==> src/verilog/ebb_pkg.sv <==
// Constants and types shared by the external memory burst buffer.
`default_nettype none
package ebb_pkg;
  localparam int ADDR_W     = 26;
  localparam int DATA_W     = 24;
  localparam int HALF_WORDS = 8;
  localparam int BUF_WORDS  = 16;
  typedef logic [ADDR_W-1:0] ebb_addr_t;
  typedef logic [DATA_W-1:0] ebb_word_t;
  typedef logic [3:0]        ebb_cnt_t;
  // Register byte offsets on the register bus.
  localparam logic [31:0] OFF_BURST_CTRL = 32'h0000_0000;
  localparam logic [31:0] OFF_MAINT      = 32'h0000_0004;
  localparam logic [31:0] OFF_STATUS     = 32'h0000_0008;
  // Burst control fields: boundary nibble and two-bit mode per space.
  localparam int XB_LSB = 0;
  localparam int XM_LSB = 4;
  localparam int YB_LSB = 8;
  localparam int YM_LSB = 12;
  localparam int PB_LSB = 16;
  localparam int PM_LSB = 20;
  localparam logic [23:0] CTRL_MASK = 24'h3F_3F3F;
  // Maintenance bits: invalidate read buffer, flush write buffer.
  localparam int INV_LSB = 0;
  localparam int FL_LSB  = 2;
  localparam logic [1:0] MODE_OUTSIDE = 2'h1;
  localparam logic [1:0] MODE_ALL     = 2'h2;
  localparam logic [1:0] SP_X         = 2'h0;
  localparam logic [1:0] SP_Y         = 2'h1;
  localparam logic [1:0] SP_P         = 2'h2;
  localparam logic [1:0] RESP_OKAY    = 2'h0;
  localparam logic [1:0] RESP_DECERR  = 2'h3;
  typedef enum logic [1:0] {E_IDLE, E_CMD, E_DATA} ebb_eng_t;
  typedef enum logic [1:0] {J_SWR, J_FLUSH, J_FILL, J_SRD} ebb_job_t;
  typedef struct packed {
    logic      req;
    logic      wr;
    ebb_addr_t addr;
    ebb_word_t wdata;
  } ebb_sb_req_t;
  typedef struct packed {
    logic      wr;
    ebb_addr_t addr;
    ebb_cnt_t  len;
  } ebb_mc_cmd_t;
endpackage
`default_nettype wire

==> src/verilog/ebb_top.sv <==
// External memory burst buffer: read/write burst buffers for two bus masters.
//
// The AXI4-Lite interface to the registers and the register addresses were left to the implementer.
`default_nettype none
module ebb_top #(
  parameter logic [23:0] BURST_CTRL_RST = 24'h00_0000
) (
  // Clock and reset.
  input  wire logic                 CLK,
  input  wire logic                 RST_N,
  // Register bus, AXI4-Lite slave.
  input  wire logic [31:0]          AXI_AWADDR,
  input  wire logic                 AXI_AWVALID,
  output logic                      AXI_AWREADY,
  input  wire logic [31:0]          AXI_WDATA,
  input  wire logic [3:0]           AXI_WSTRB,
  input  wire logic                 AXI_WVALID,
  output logic                      AXI_WREADY,
  output logic [1:0]                AXI_BRESP,
  output logic                      AXI_BVALID,
  input  wire logic                 AXI_BREADY,
  input  wire logic [31:0]          AXI_ARADDR,
  input  wire logic                 AXI_ARVALID,
  output logic                      AXI_ARREADY,
  output logic [31:0]               AXI_RDATA,
  output logic [1:0]                AXI_RRESP,
  output logic                      AXI_RVALID,
  input  wire logic                 AXI_RREADY,
  // Shared bus, one request lane per master.
  input  wire ebb_pkg::ebb_sb_req_t [1:0] SB_REQ,
  output logic [1:0]                SB_ACK,
  output ebb_pkg::ebb_word_t [1:0]  SB_RDATA,
  // External memory controller.
  output logic                      MC_CMD_VALID,
  input  wire logic                 MC_CMD_READY,
  output ebb_pkg::ebb_mc_cmd_t      MC_CMD,
  output ebb_pkg::ebb_word_t        MC_WDATA,
  input  wire logic                 MC_WREADY,
  input  wire logic                 MC_RVALID,
  input  wire ebb_pkg::ebb_word_t   MC_RDATA
);
  import ebb_pkg::*;

  if ((BURST_CTRL_RST & ~CTRL_MASK) != 24'h00_0000) begin : g_chk
    $error("BURST_CTRL_RST sets bits outside the defined fields");
  end

  ebb_word_t   rmem_q [2][BUF_WORDS];
  ebb_word_t   wmem_q [2][BUF_WORDS];
  ebb_addr_t   rbase_q [2][2];
  ebb_addr_t   rbase_d [2][2];
  ebb_addr_t   wbase_q [2][2];
  ebb_addr_t   wbase_d [2][2];
  ebb_cnt_t    wcnt_q  [2][2];
  ebb_cnt_t    wcnt_d  [2][2];
  logic [1:0][1:0] rvld_q, rvld_d, rseen_q, rseen_d, rpend_q, rpend_d;
  logic [1:0][1:0] wpend_q, wpend_d, wfl;
  logic [1:0]  wcur_q, wcur_d, rfl, srd, wm_we;
  logic [1:0][3:0] wm_idx;
  logic        sw_q, sw_d, rm_we, found, hit, stall, scope, beat, c;
  ebb_addr_t   swa_q, swa_d, eaddr_q, eaddr_d;
  ebb_word_t   swd_q, swd_d;
  ebb_cnt_t    n, elen_q, elen_d;
  logic [23:0] ctrl_q, ctrl_d;
  logic [3:0]  maint_q, maint_d, ws_q, ws_d;
  ebb_eng_t    est_q, est_d;
  ebb_job_t    ejob_q, ejob_d;
  logic        em_q, em_d, eh_q, eh_d;
  logic [2:0]  ebeat_q, ebeat_d;
  logic        awv_q, awv_d, wv_q, wv_d, bv_q, bv_d, rv_q, rv_d;
  logic [31:0] awa_q, awa_d, wd_q, wd_d, rdat_q, rdat_d;
  logic [1:0]  bresp_q, bresp_d, rresp_q, rresp_d;
  ebb_sb_req_t r;
  ebb_addr_t   ofs;

  // Burst eligibility; the reserved mode falls to the no-burst default.
  function automatic logic in_scope(input logic [23:0] cfg, input ebb_addr_t a);
    logic [3:0] bnd;
    logic [1:0] md;
    bnd = 4'h0;
    md  = 2'h0;
    case (a[25:24])
      SP_X: begin bnd = cfg[XB_LSB+:4]; md = cfg[XM_LSB+:2]; end
      SP_Y: begin bnd = cfg[YB_LSB+:4]; md = cfg[YM_LSB+:2]; end
      SP_P: begin bnd = cfg[PB_LSB+:4]; md = cfg[PM_LSB+:2]; end
      default: md = 2'h0;
    endcase
    if (md == MODE_ALL) return 1'b1;
    if (md == MODE_OUTSIDE) return a[23:20] != bnd;
    return 1'b0;
  endfunction

  // Offset of an address from a half's base, which hits when below eight.
  function automatic ebb_addr_t offs(input ebb_addr_t a, input ebb_addr_t b);
    return a - b;
  endfunction

  // Jobs in flight on the controller: fills per master, flushes per master and half.
  always_comb begin
    for (int m = 0; m < 2; m++) begin
      rfl[m] = est_q != E_IDLE && ejob_q == J_FILL && em_q == 1'(m);
      for (int h = 0; h < 2; h++) begin
        wfl[m][h] = est_q != E_IDLE && ejob_q == J_FLUSH && em_q == 1'(m) && eh_q == 1'(h);
      end
    end
  end

  // Shared-bus lanes, maintenance, controller engine and register bus.
  always_comb begin
    rbase_d = rbase_q;
    rvld_d  = rvld_q;
    rseen_d = rseen_q;
    rpend_d = rpend_q;
    wbase_d = wbase_q;
    wcnt_d  = wcnt_q;
    wpend_d = wpend_q;
    wcur_d  = wcur_q;
    sw_d    = sw_q;
    swa_d   = swa_q;
    swd_d   = swd_q;
    ctrl_d  = ctrl_q;
    maint_d = maint_q;
    est_d   = est_q;
    ejob_d  = ejob_q;
    em_d    = em_q;
    eh_d    = eh_q;
    elen_d  = elen_q;
    eaddr_d = eaddr_q;
    ebeat_d = ebeat_q;
    awv_d   = awv_q;
    awa_d   = awa_q;
    wv_d    = wv_q;
    wd_d    = wd_q;
    ws_d    = ws_q;
    bv_d    = bv_q;
    bresp_d = bresp_q;
    rv_d    = rv_q;
    rdat_d  = rdat_q;
    rresp_d = rresp_q;
    SB_ACK  = 2'b00;
    SB_RDATA = '0;
    MC_CMD_VALID = 1'b0;
    wm_we   = 2'b00;
    wm_idx  = '0;
    rm_we   = 1'b0;
    srd     = 2'b00;
    found   = 1'b0;
    hit     = 1'b0;
    beat    = 1'b0;
    c       = 1'b0;
    n       = '0;
    r       = '0;
    ofs     = '0;
    scope   = 1'b0;
    stall   = 1'b0;
    for (int m = 0; m < 2; m++) begin
      r = SB_REQ[m];
      scope = in_scope(ctrl_q, r.addr);
      stall = maint_q[INV_LSB+m] | maint_q[FL_LSB+m] | sw_q;
      srd[m] = r.req & ~r.wr & ~scope & ~stall;
      hit = 1'b0;
      if (r.req && !stall && !r.wr && scope) begin
        // A hit answers in the same cycle; the other half may be filling.
        for (int h = 0; h < 2; h++) begin
          ofs = offs(r.addr, rbase_q[m][h]);
          if (!hit && rvld_q[m][h] && ofs < 26'(HALF_WORDS)) begin
            hit = 1'b1;
            SB_ACK[m] = 1'b1;
            SB_RDATA[m] = rmem_q[m][{1'(h), ofs[2:0]}];
            if (!rseen_q[m][h] && !rpend_q[m][1-h] && !rfl[m]) begin
              rseen_d[m][h] = 1'b1;
              rbase_d[m][1-h] = rbase_q[m][h] + 26'(HALF_WORDS);
              rvld_d[m][1-h] = 1'b0;
              rpend_d[m][1-h] = 1'b1;
            end
          end
        end
        // A miss refills the first half; the master waits for the hit.
        if (!hit && rpend_q[m] == 2'b00 && !rfl[m]) begin
          rbase_d[m][0] = r.addr;
          rvld_d[m][0]  = 1'b0;
          rseen_d[m][0] = 1'b0;
          rpend_d[m][0] = 1'b1;
        end
      end else if (r.req && !stall && r.wr && !scope) begin
        // Fire and forget; a second master in the same cycle waits.
        if (!sw_d) begin
          sw_d = 1'b1;
          swa_d = r.addr;
          swd_d = r.wdata;
          SB_ACK[m] = 1'b1;
        end
      end else if (r.req && !stall && r.wr) begin
        c = wcur_q[m];
        n = wcnt_q[m][c];
        if (n == 4'h0 || (n < 4'(HALF_WORDS) && r.addr == wbase_q[m][c] + 26'(n))) begin
          wm_we[m] = 1'b1;
          wm_idx[m] = {c, n[2:0]};
          wcnt_d[m][c] = 4'(n + 4'h1);
          if (n == 4'h0) wbase_d[m][c] = r.addr;
          SB_ACK[m] = 1'b1;
        end else if (wcnt_q[m][~c] == 4'h0 && !wpend_q[m][~c] && !wfl[m][~c]) begin
          wpend_d[m][c] = 1'b1;
          wcur_d[m] = ~c;
          wm_we[m] = 1'b1;
          wm_idx[m] = {~c, 3'h0};
          wcnt_d[m][~c] = 4'h1;
          wbase_d[m][~c] = r.addr;
          SB_ACK[m] = 1'b1;
        end
      end
    end
    // Maintenance requests; invalidation waits out a fill already in flight.
    for (int m = 0; m < 2; m++) begin
      if (maint_q[INV_LSB+m]) begin
        rpend_d[m] = 2'b00;
        if (!rfl[m]) begin
          rvld_d[m] = 2'b00;
          rseen_d[m] = 2'b00;
          maint_d[INV_LSB+m] = 1'b0;
        end
      end
      if (maint_q[FL_LSB+m]) begin
        for (int h = 0; h < 2; h++) begin
          if (wcnt_q[m][h] != 4'h0 && !wfl[m][h]) wpend_d[m][h] = 1'b1;
        end
        if (wcnt_q[m][0] == 4'h0 && wcnt_q[m][1] == 4'h0) maint_d[FL_LSB+m] = 1'b0;
      end
    end
    // One controller job at a time, so a second flush queues behind the first.
    case (est_q)
      E_IDLE: begin
        if (sw_q) begin
          found = 1'b1;
          ejob_d = J_SWR;
          eaddr_d = swa_q;
          elen_d = 4'h1;
        end
        for (int m = 0; m < 2; m++) begin
          for (int h = 0; h < 2; h++) begin
            if (!found && wpend_q[m][h]) begin
              found = 1'b1;
              ejob_d = J_FLUSH;
              em_d = 1'(m);
              eh_d = 1'(h);
              eaddr_d = wbase_q[m][h];
              elen_d = wcnt_q[m][h];
              wpend_d[m][h] = 1'b0;
            end
          end
        end
        for (int m = 0; m < 2; m++) begin
          for (int h = 0; h < 2; h++) begin
            if (!found && rpend_q[m][h]) begin
              found = 1'b1;
              ejob_d = J_FILL;
              em_d = 1'(m);
              eh_d = 1'(h);
              eaddr_d = rbase_q[m][h];
              elen_d = 4'(HALF_WORDS);
              rpend_d[m][h] = 1'b0;
            end
          end
        end
        for (int m = 0; m < 2; m++) begin
          if (!found && srd[m]) begin
            found = 1'b1;
            ejob_d = J_SRD;
            em_d = 1'(m);
            eaddr_d = SB_REQ[m].addr;
            elen_d = 4'h1;
          end
        end
        if (found) begin
          est_d = E_CMD;
          ebeat_d = 3'h0;
        end
      end
      E_CMD: begin
        MC_CMD_VALID = 1'b1;
        if (MC_CMD_READY) est_d = E_DATA;
      end
      E_DATA: begin
        beat = (ejob_q == J_SWR || ejob_q == J_FLUSH) ? MC_WREADY : MC_RVALID;
        if (beat) begin
          ebeat_d = 3'(ebeat_q + 3'h1);
          rm_we = ejob_q == J_FILL;
          if ({1'b0, ebeat_q} == 4'(elen_q - 4'h1)) begin
            est_d = E_IDLE;
            case (ejob_q)
              J_SWR: sw_d = 1'b0;
              J_FLUSH: wcnt_d[em_q][eh_q] = 4'h0;
              J_FILL: rvld_d[em_q][eh_q] = 1'b1;
              default: begin
                // A maintenance stall drops the answer; the held request reissues later.
                if (!maint_q[INV_LSB+em_q] && !maint_q[FL_LSB+em_q]) begin
                  SB_ACK[em_q] = 1'b1;
                  SB_RDATA[em_q] = MC_RDATA;
                end
              end
            endcase
          end
        end
      end
      default: est_d = E_IDLE;
    endcase
    // Register bus: address and data taken in either order, then one response.
    AXI_AWREADY = !awv_q && !bv_q;
    AXI_WREADY  = !wv_q && !bv_q;
    AXI_ARREADY = !rv_q;
    if (AXI_AWVALID && AXI_AWREADY) begin
      awv_d = 1'b1;
      awa_d = AXI_AWADDR;
    end
    if (AXI_WVALID && AXI_WREADY) begin
      wv_d = 1'b1;
      wd_d = AXI_WDATA;
      ws_d = AXI_WSTRB;
    end
    if (awv_q && wv_q) begin
      awv_d = 1'b0;
      wv_d = 1'b0;
      bv_d = 1'b1;
      bresp_d = RESP_OKAY;
      case (awa_q)
        OFF_BURST_CTRL: begin
          for (int b = 0; b < 3; b++) begin
            if (ws_q[b]) ctrl_d[8*b+:8] = wd_q[8*b+:8];
          end
          ctrl_d = ctrl_d & CTRL_MASK;
        end
        OFF_MAINT: if (ws_q[0]) maint_d = maint_d | wd_q[3:0];
        OFF_STATUS: bresp_d = RESP_OKAY;
        default: bresp_d = RESP_DECERR;
      endcase
    end
    if (bv_q && AXI_BREADY) bv_d = 1'b0;
    if (rv_q && AXI_RREADY) rv_d = 1'b0;
    if (AXI_ARVALID && AXI_ARREADY) begin
      rv_d = 1'b1;
      rresp_d = RESP_OKAY;
      case (AXI_ARADDR)
        OFF_BURST_CTRL: rdat_d = 32'(ctrl_q);
        OFF_MAINT: rdat_d = 32'(maint_q);
        OFF_STATUS: rdat_d = 32'({rvld_q, wcur_q, sw_q, est_q != E_IDLE});
        default: begin
          rdat_d = 32'h0000_0000;
          rresp_d = RESP_DECERR;
        end
      endcase
    end
  end

  assign AXI_BVALID = bv_q;
  assign AXI_BRESP  = bresp_q;
  assign AXI_RVALID = rv_q;
  assign AXI_RDATA  = rdat_q;
  assign AXI_RRESP  = rresp_q;
  assign MC_CMD     = '{wr: ejob_q == J_SWR || ejob_q == J_FLUSH, addr: eaddr_q, len: elen_q};
  assign MC_WDATA   = (ejob_q == J_SWR) ? swd_q : wmem_q[em_q][{eh_q, ebeat_q}];

  // Buffer storage holds no reset; valid flags and counts guard stale words.
  always_ff @(posedge CLK) begin
    for (int m = 0; m < 2; m++) begin
      if (wm_we[m]) wmem_q[m][wm_idx[m]] <= SB_REQ[m].wdata;
    end
    if (rm_we) rmem_q[em_q][{eh_q, ebeat_q}] <= MC_RDATA;
  end

  // Control state.
  always_ff @(posedge CLK or negedge RST_N) begin
    if (!RST_N) begin
      rbase_q <= '{default: '0};
      wbase_q <= '{default: '0};
      wcnt_q  <= '{default: '0};
      rvld_q  <= '0;
      rseen_q <= '0;
      rpend_q <= '0;
      wpend_q <= '0;
      wcur_q  <= '0;
      sw_q    <= 1'b0;
      swa_q   <= '0;
      swd_q   <= '0;
      ctrl_q  <= BURST_CTRL_RST;
      maint_q <= '0;
      est_q   <= E_IDLE;
      ejob_q  <= J_SWR;
      em_q    <= 1'b0;
      eh_q    <= 1'b0;
      elen_q  <= '0;
      eaddr_q <= '0;
      ebeat_q <= '0;
      awv_q   <= 1'b0;
      awa_q   <= '0;
      wv_q    <= 1'b0;
      wd_q    <= '0;
      ws_q    <= '0;
      bv_q    <= 1'b0;
      bresp_q <= RESP_OKAY;
      rv_q    <= 1'b0;
      rdat_q  <= '0;
      rresp_q <= RESP_OKAY;
    end else begin
      rbase_q <= rbase_d;
      wbase_q <= wbase_d;
      wcnt_q  <= wcnt_d;
      rvld_q  <= rvld_d;
      rseen_q <= rseen_d;
      rpend_q <= rpend_d;
      wpend_q <= wpend_d;
      wcur_q  <= wcur_d;
      sw_q    <= sw_d;
      swa_q   <= swa_d;
      swd_q   <= swd_d;
      ctrl_q  <= ctrl_d;
      maint_q <= maint_d;
      est_q   <= est_d;
      ejob_q  <= ejob_d;
      em_q    <= em_d;
      eh_q    <= eh_d;
      elen_q  <= elen_d;
      eaddr_q <= eaddr_d;
      ebeat_q <= ebeat_d;
      awv_q   <= awv_d;
      awa_q   <= awa_d;
      wv_q    <= wv_d;
      wd_q    <= wd_d;
      ws_q    <= ws_d;
      bv_q    <= bv_d;
      bresp_q <= bresp_d;
      rv_q    <= rv_d;
      rdat_q  <= rdat_d;
      rresp_q <= rresp_d;
    end
  end
endmodule
`default_nettype wire

==> config.mk <==
export PLATFORM = sky130hd
export DESIGN_NAME = ebb_top
export DESIGN_NICKNAME = d
export VERILOG_FILES = /design/src/verilog/ebb_pkg.sv /design/src/verilog/ebb_top.sv
export SDC_FILE = /design/constraint.sdc
export NUM_CORES = 2
export LEC_CHECK = 0
export BUFFER_PORTS_ARGS = -buffer_cell sky130_fd_sc_hd__buf_2
export CAP_MARGIN = 20
export CORE_ASPECT_RATIO = 1.75
export CORE_UTILIZATION = 44
export CTS_BUF_LIST = sky130_fd_sc_hd__clkbuf_8
export DETAILED_ROUTE_END_ITERATION = 8
export GPL_ROUTABILITY_DRIVEN = 1
export GPL_TIMING_DRIVEN = 0
export HOLD_SLACK_MARGIN = 0.03
export PLACE_DENSITY_LB_ADDON = 0.2
export RECOVER_POWER = 50
export SYNTH_ARGS = -nofsm -noshare
export SYNTH_HDL_FRONTEND = slang
export SYNTH_SLANG_ARGS = --single-unit
==> constraint.sdc <==
create_clock -name CLK -period 7.9 [get_ports CLK]
set_input_delay 1.975 -clock CLK [delete_from_list [all_inputs] [get_ports CLK]]
set_output_delay 1.975 -clock CLK [all_outputs]
set_load 0.03 [all_outputs]
; ---- Word level (Yosys, flattened, before mapping)
; Memories as Yosys holds them, arrays and structs flattened.
; Cells that the tools add are included.
[word_totals]
register_bits = 451
ramBits = 1536
input_bits = 238
out_inout_bits = 147
word_cells = 760
memories = 2
[classes]
n_addsub = 15
n_lt_le_gt_ge = 40
n_eq_ne = 27
muxes = 395
bitwise = 52
n_reduce_logical = 183
[mem_list]
columns = memory, words, width, read_ports, rd_clocked_by_memory_dff, write_ports, line_no
row1 = rmem_q, 2, 384, 2, 0, 1, ebb_top.sv:48  ; ebb_word_t rmem_q [2][BUF_WORDS];
row2 = wmem_q, 2, 384, 1, 0, 2, ebb_top.sv:49  ; ebb_word_t wmem_q [2][BUF_WORDS];
[ops]
columns = op, count
row1 = two-way mux 384 bit, 3
row2 = two-way mux 26 bit, 33
row3 = two-way mux 24 bit, 27
row4 = binary-select mux 24 bit (select 4 bit), 5
row5 = two-way mux 52 bit, 6
row6 = demux 24 bit (select 4 bit), 3
row7 = two-way mux 48 bit, 5
row8 = bitwise mux 52 bit, 4
row9 = two-way mux 4 bit, 47
row10 = two-way mux 1 bit, 167
row11 = adder 26 x 4 -> 26 bit (second input constant), 4
row12 = demux 26 bit (select 1 bit), 4
row13 = less-than comparator 26 x 4 -> 1 bit (second input constant), 4
row14 = subtractor 26 bit, 4
row15 = two-way mux 2 bit, 51
row16 = two-way mux 8 bit, 11
row17 = logical AND 1 bit, 82
row18 = one-hot mux 22 bit (3 select lines), 1
row19 = == test 32 x 3 -> 1 bit (second input constant), 2
row20 = == test 32 x 4 -> 1 bit (second input constant), 2
row21 = logical NOT 32 bit, 2
row22 = two-way mux 16 bit, 4
row23 = adder 26 x 4 -> 26 bit, 2
row24 = == test 26 bit, 2
row25 = 56 further kinds, 237

; ---- Logic depth before layout (Yosys ltp)
[logic_depth]
word_depth = 44
depth_mapped = 24
depth_no_buf = 15

; ---- Worst setup path before layout
; Ideal clock, no wire load.
[synth_path]
kind = input to output
start = input SB_REQ[78] in the netlist's numbering
end = output SB_RDATA[26] in the netlist's numbering
arrival_time_ps = 5654
t_required_ps = 5925
path_slack_ps = 271
cell_stages = 14
n_path_buf = 2
cell_sequence = ha_1 > o21ai_1 > a21oi_1 > or3_1 > a21oi_2 > a2111oi_0 > a2111oi_0 > xnor2_1 > or4b_1 > or4_1 > nand2b_1 > clkbuf_1 > buf_2 > o221ai_1
[synth_lines]
columns = item, line_no
row1 = "start, declared", ebb_top.sv:30  ; input wire ebb_pkg::ebb_sb_req_t [1:0] SB_REQ,
row2 = "end, declared", ebb_top.sv:32  ; output ebb_pkg::ebb_word_t [1:0] SB_RDATA,

==> flow_metrics.py <==
metrics = {
    "global_routing": {
        "first_global_vias": 63623,
        "antenna_found_initial": 38,
        "global_route_wire_length_before_repair_um": 461000,
        "pin_count_of_the_biggest_net_entering_global_routing": 120,
        "grtUsageTotal_pct": 30.9,
        "grt_overflow": 0,
    },
    "floorplanning": {
        "fp.dieH_um": 605,
        "core.rowCount": 221,
        "floorplan.die_area_mm2": 0.210,
        "num_io_pins": 385,
        "initial_utilization_pct": 44.3,
        "design.core.area_mm2": 0.207,
        "die-width_um": 347,
    },
    "synthesis": {
        "synth_fa_ha_area_share_pct": 1.78,
        "synthArstFlopShare_pct": 22.0,
        "synth.yosys.warnings": 0,
        "synth_ff_type": "sky130_fd_sc_hd__edfxtp_1",
        "compound_gate_fraction_of_synth_area_pct": 8.11,
        "synth-simple-area-share_pct": 6.82,
        "postSynthCellCount": 6231,
        "post_synth_xor_area_fraction_pct": 2.08,
        "mux_contribution_to_synthesized_area_pct": 16.5,
        "post_synth_edffs": 1536,
        "ff_latch_count_synth": 1969,
        "synth_cell_types": 104,
        "netlist_area_before_placement_mm2": 0.0916,
        "seq_area_frac_synth_pct": 62.2,
        "dominant_combinational_cell_family_by_area_after_synthesis": "multiplexers",
        "synth.avg_cell_area_um2": 14.7,
    },
    "sta": {
        "timing.slew.headroom_pct": -225,
        "min_period_over_period_pct": 102,
        "holdWs_ns": 0.493,
        "finalClockSkew_ns": 0.100,
        "report.final.hold_viol_count": 0,
        "fin_ws_ns": -0.151,
        "timing.final.crit_period_ns": 8.05,
        "grt_setup_unrepaired": "true",
        "timing_max_transition_violations_final": 474,
        "measured_slew_at_the_worst_slew_check_pin_ns": 4.88,
        "final_setup_violation_count": 32,
        "max_freq_ghz": 0.124,
    },
    "clocking": {
        "cts.clk_slew.worst_paths_ns": 0.09,
        "cts.hold.buffers_added": 0,
        "cts_htree_levels": 5,
        "cts_tree": "done",
        "cts_buffer_count": 296,
        "numClockSinks": 1969,
        "max-clock-path-buffers": 4,
        "cts_root_buffer": "sky130_fd_sc_hd__clkbuf_8",
        "clk-insertion-delay-late_ns": 0.95,
    },
    "setup_path": {
        "r2r_start": "wcur_q[1]",
        "r2r_end": "wmem_q[1][216]",
        "crit_required_ns": 5.93,
        "crit_slowest_cell": "sky130_fd_sc_hd__or4_4",
        "worst_case_register_to_register_setup_slack_ns": 0.77,
        "worst_path_cell_trace": "buf_12, inv_6, ha_4, fa_2, nor2b_4, o221ai_4, a211o_1, buf_6, nand3_2, nand2_2, xnor2_1, a2111o_1, or4_4, nand4_1, buf_12, buf_8, o22ai_2, a22o_1, buf_6",
        "critical_path.endpoint": "SB_RDATA[1]",
        "worst-endpoint-arrival_ns": 6.08,
        "critPathMaxFanout": 6,
        "timing.critical_path.slowest_cell_delay_ns": 0.63,
        "setup.worst_path.start": "SB_REQ[24]",
        "worst_setup_path_start_kind": "input port",
        "crit_type": "in -> out",
        "cp-end-kind": "primary output",
        "worst_r2r_path_depth": 24,
    },
    "finish": {
        "finish.net_count": 7454,
        "layout.cells.most_common_list": "1536 x sky130_fd_sc_hd__edfxtp_1, 431 x sky130_fd_sc_hd__dfrtp_1, 387 x sky130_fd_sc_hd__mux2i_1, 384 x sky130_fd_sc_hd__mux4_2, 329 x sky130_fd_sc_hd__clkbuf_8",
        "layout.area.seq_mm2": 0.0570,
        "drive_above_1_share_pct": 25.4,
        "synthToLayoutAreaGrowth_pct": 17.6,
        "fillerInstances": 17386,
        "multi_input_comb_area_mm2": 0.0344,
        "layout.cells.most_common": "sky130_fd_sc_hd__edfxtp_1",
    },
    "detailed_routing": {
        "top_layer": "met5",
        "total_length_of_routed_met2_wires_um": 165000,
        "drt_first_iter_violations": 5762,
        "detailed_route_wire_length_on_metal_1_um": 113000,
        "drt_pass1_iterations": 6,
        "drtAntennaViolNets": 0,
        "met3WireLength_um": 21900,
        "avgViaCountPerCell": 6.22,
        "drc_errors": 0,
        "wl_um": 328000,
        "route.vias.total": 62245,
        "avgRoutedWirePerCell_um": 32.7,
    },
    "pwr": {
        "report.power.total_mw": 27.3,
        "p_leak_nw": 39.5,
        "power.ir.vdd_worst_uv": 307,
        "p_per_area_mw_per_mm2": 253,
    },
    "run": {
        "timing.max_cap.violations": 13,
    },
    "outcome": {
        "violations_in_the_final_reports": "capacitance limit, slew limit, setup timing",
        "run_status": "complete, but fails checks",
    },
    "worst_hold_path": {
        "worst_hold_path_type": "reg -> reg",
    },
    "placement": {
        "detailed_place_hpwl_um": 240000,
        "portBuffers": 354,
        "place.gp.congestion": 1.05,
    },
}
critical path: cells and delay by family:
kind            cells  cell delay, ns
fa+ha+maj           2            0.53
xor+xnor            1            0.14
buf+inv             6            0.80
simple gates        5            1.26
compound gates      5            1.36
registers in the layout (all words and copies together), names as in the netlist, 16 cells and up:
| signal | cells |
|---|---|
| rmem_q | 768 |
| wmem_q | 768 |
| awa_q | 32 |
| rbase_q | 104 |
| ctrl_q | 18 |
| wd_q | 18 |
| wbase_q | 104 |
| swa_q | 26 |
| AXI_RDATA | 20 |
| eaddr_q | 26 |
| swd_q | 24 |
| wcnt_q | 16 |
cells in the mapped netlist (56+ instances only):
master                        n  area (um2)
sky130_fd_sc_hd__nand4_1     70         438
sky130_fd_sc_hd__o22ai_1    113         707
sky130_fd_sc_hd__nor3_1     108         541
sky130_fd_sc_hd__mux4_2     384        8650
sky130_fd_sc_hd__mux2_2     183        2060
sky130_fd_sc_hd__xnor2_1    173        1520
sky130_fd_sc_hd__a211oi_1    56         420
sky130_fd_sc_hd__a21oi_1    266        1330
sky130_fd_sc_hd__edfxtp_1  1536       46100
sky130_fd_sc_hd__ha_1       121        1510
sky130_fd_sc_hd__o21ai_0    145         726
sky130_fd_sc_hd__a21o_1      67         503
sky130_fd_sc_hd__dfrtp_1    433       10800
sky130_fd_sc_hd__nand3_1    132         661
sky130_fd_sc_hd__o211ai_1    74         556
sky130_fd_sc_hd__nand2_1    274        1030
sky130_fd_sc_hd__clkbuf_1   244         916
sky130_fd_sc_hd__mux2i_1    393        3930
sky130_fd_sc_hd__nor2_1     353        1330
sky130_fd_sc_hd__inv_1      196         736
per-layer routing:
layer	global-route usage [%]	vias up
met3	6.22	1070
met2	53.7	2982
met5	0	-
met1	33.4	31904
met4	22.1	34
li1	-	26255
per-stage QoR:
step	cells	cell area (um2)	util, %	setup slack (ns)	TNS (ns)
finish	10008	108000	52.1	-0.151	-2.18
global placement	9272	96700	46.8	-4.86	-4396.59
detailed placement	9412	99200	48.0	-2.56	-450.30
global route	9996	108000	52.0	-0.196	-9.16
CTS	9953	107000	51.7	-0.206	-4.23
floorplan	6242	91600	-	0.271	0
area by class of cell:
| type | count | area share [%] |
|---|---|---|
| flip-flops and latches | 1969 | 52.9 |
| multi-input cells | 3720 | 31.9 |
| repair buffers | 578 | 4.62 |
| clock buffers | 328 | 4.19 |
| well taps | 2676 | 3.11 |
| plain buffers | 325 | 1.50 |
| clock inverters | 191 | 1.02 |
| inverters | 199 | 0.709 |
| diodes | 22 | 0.0511 |
kinds of logic (layout without fill, tap and decap cells):
family	Yosys count	in the layout
fa+ha+maj	127	127
mux	999	999
simple gates	1260	1260
flops	1969	1969
other cells	1	34
buf+inv	553	1621
xor+xnor	214	214
compound gates	1108	1108
how the worst min path moves through the flow:
| stage | start | depth (start not counted) | endpoint |
|---|---|---|---|
| after floorplan | rbase_q[11] | 2 | rbase_q[11] |
| after global placement | rseen_q[3] | 1 | rseen_q[3] |
| after detailed placement | rbase_q[20] | 2 | rbase_q[20] |
| after CTS | rbase_q[11] | 2 | rbase_q[11] |
| after global routing | eaddr_q[13] | 1 | eaddr_q[13] |
| final | rbase_q[20] | 2 | rbase_q[20] |
power by group:
group	internal [mW]	leakage [nW]	switching [mW]
logic	2.72	16.9	4.49
registers	11.6	19.3	0.288
clock network	4.15	3.19	4.06
repair_timing:
| action | 4_1_cts | 5_1_grt |
|---|---|---|
| gates resized for setup | 422 | 114 |
| cloned | 3 | 3 |
| endpoints found under the setup margin | 782 | 50 |
| pin swaps | 57 | 49 |
| buffers inserted | 39 | 34 |
(Power assumes the default switching activity.)
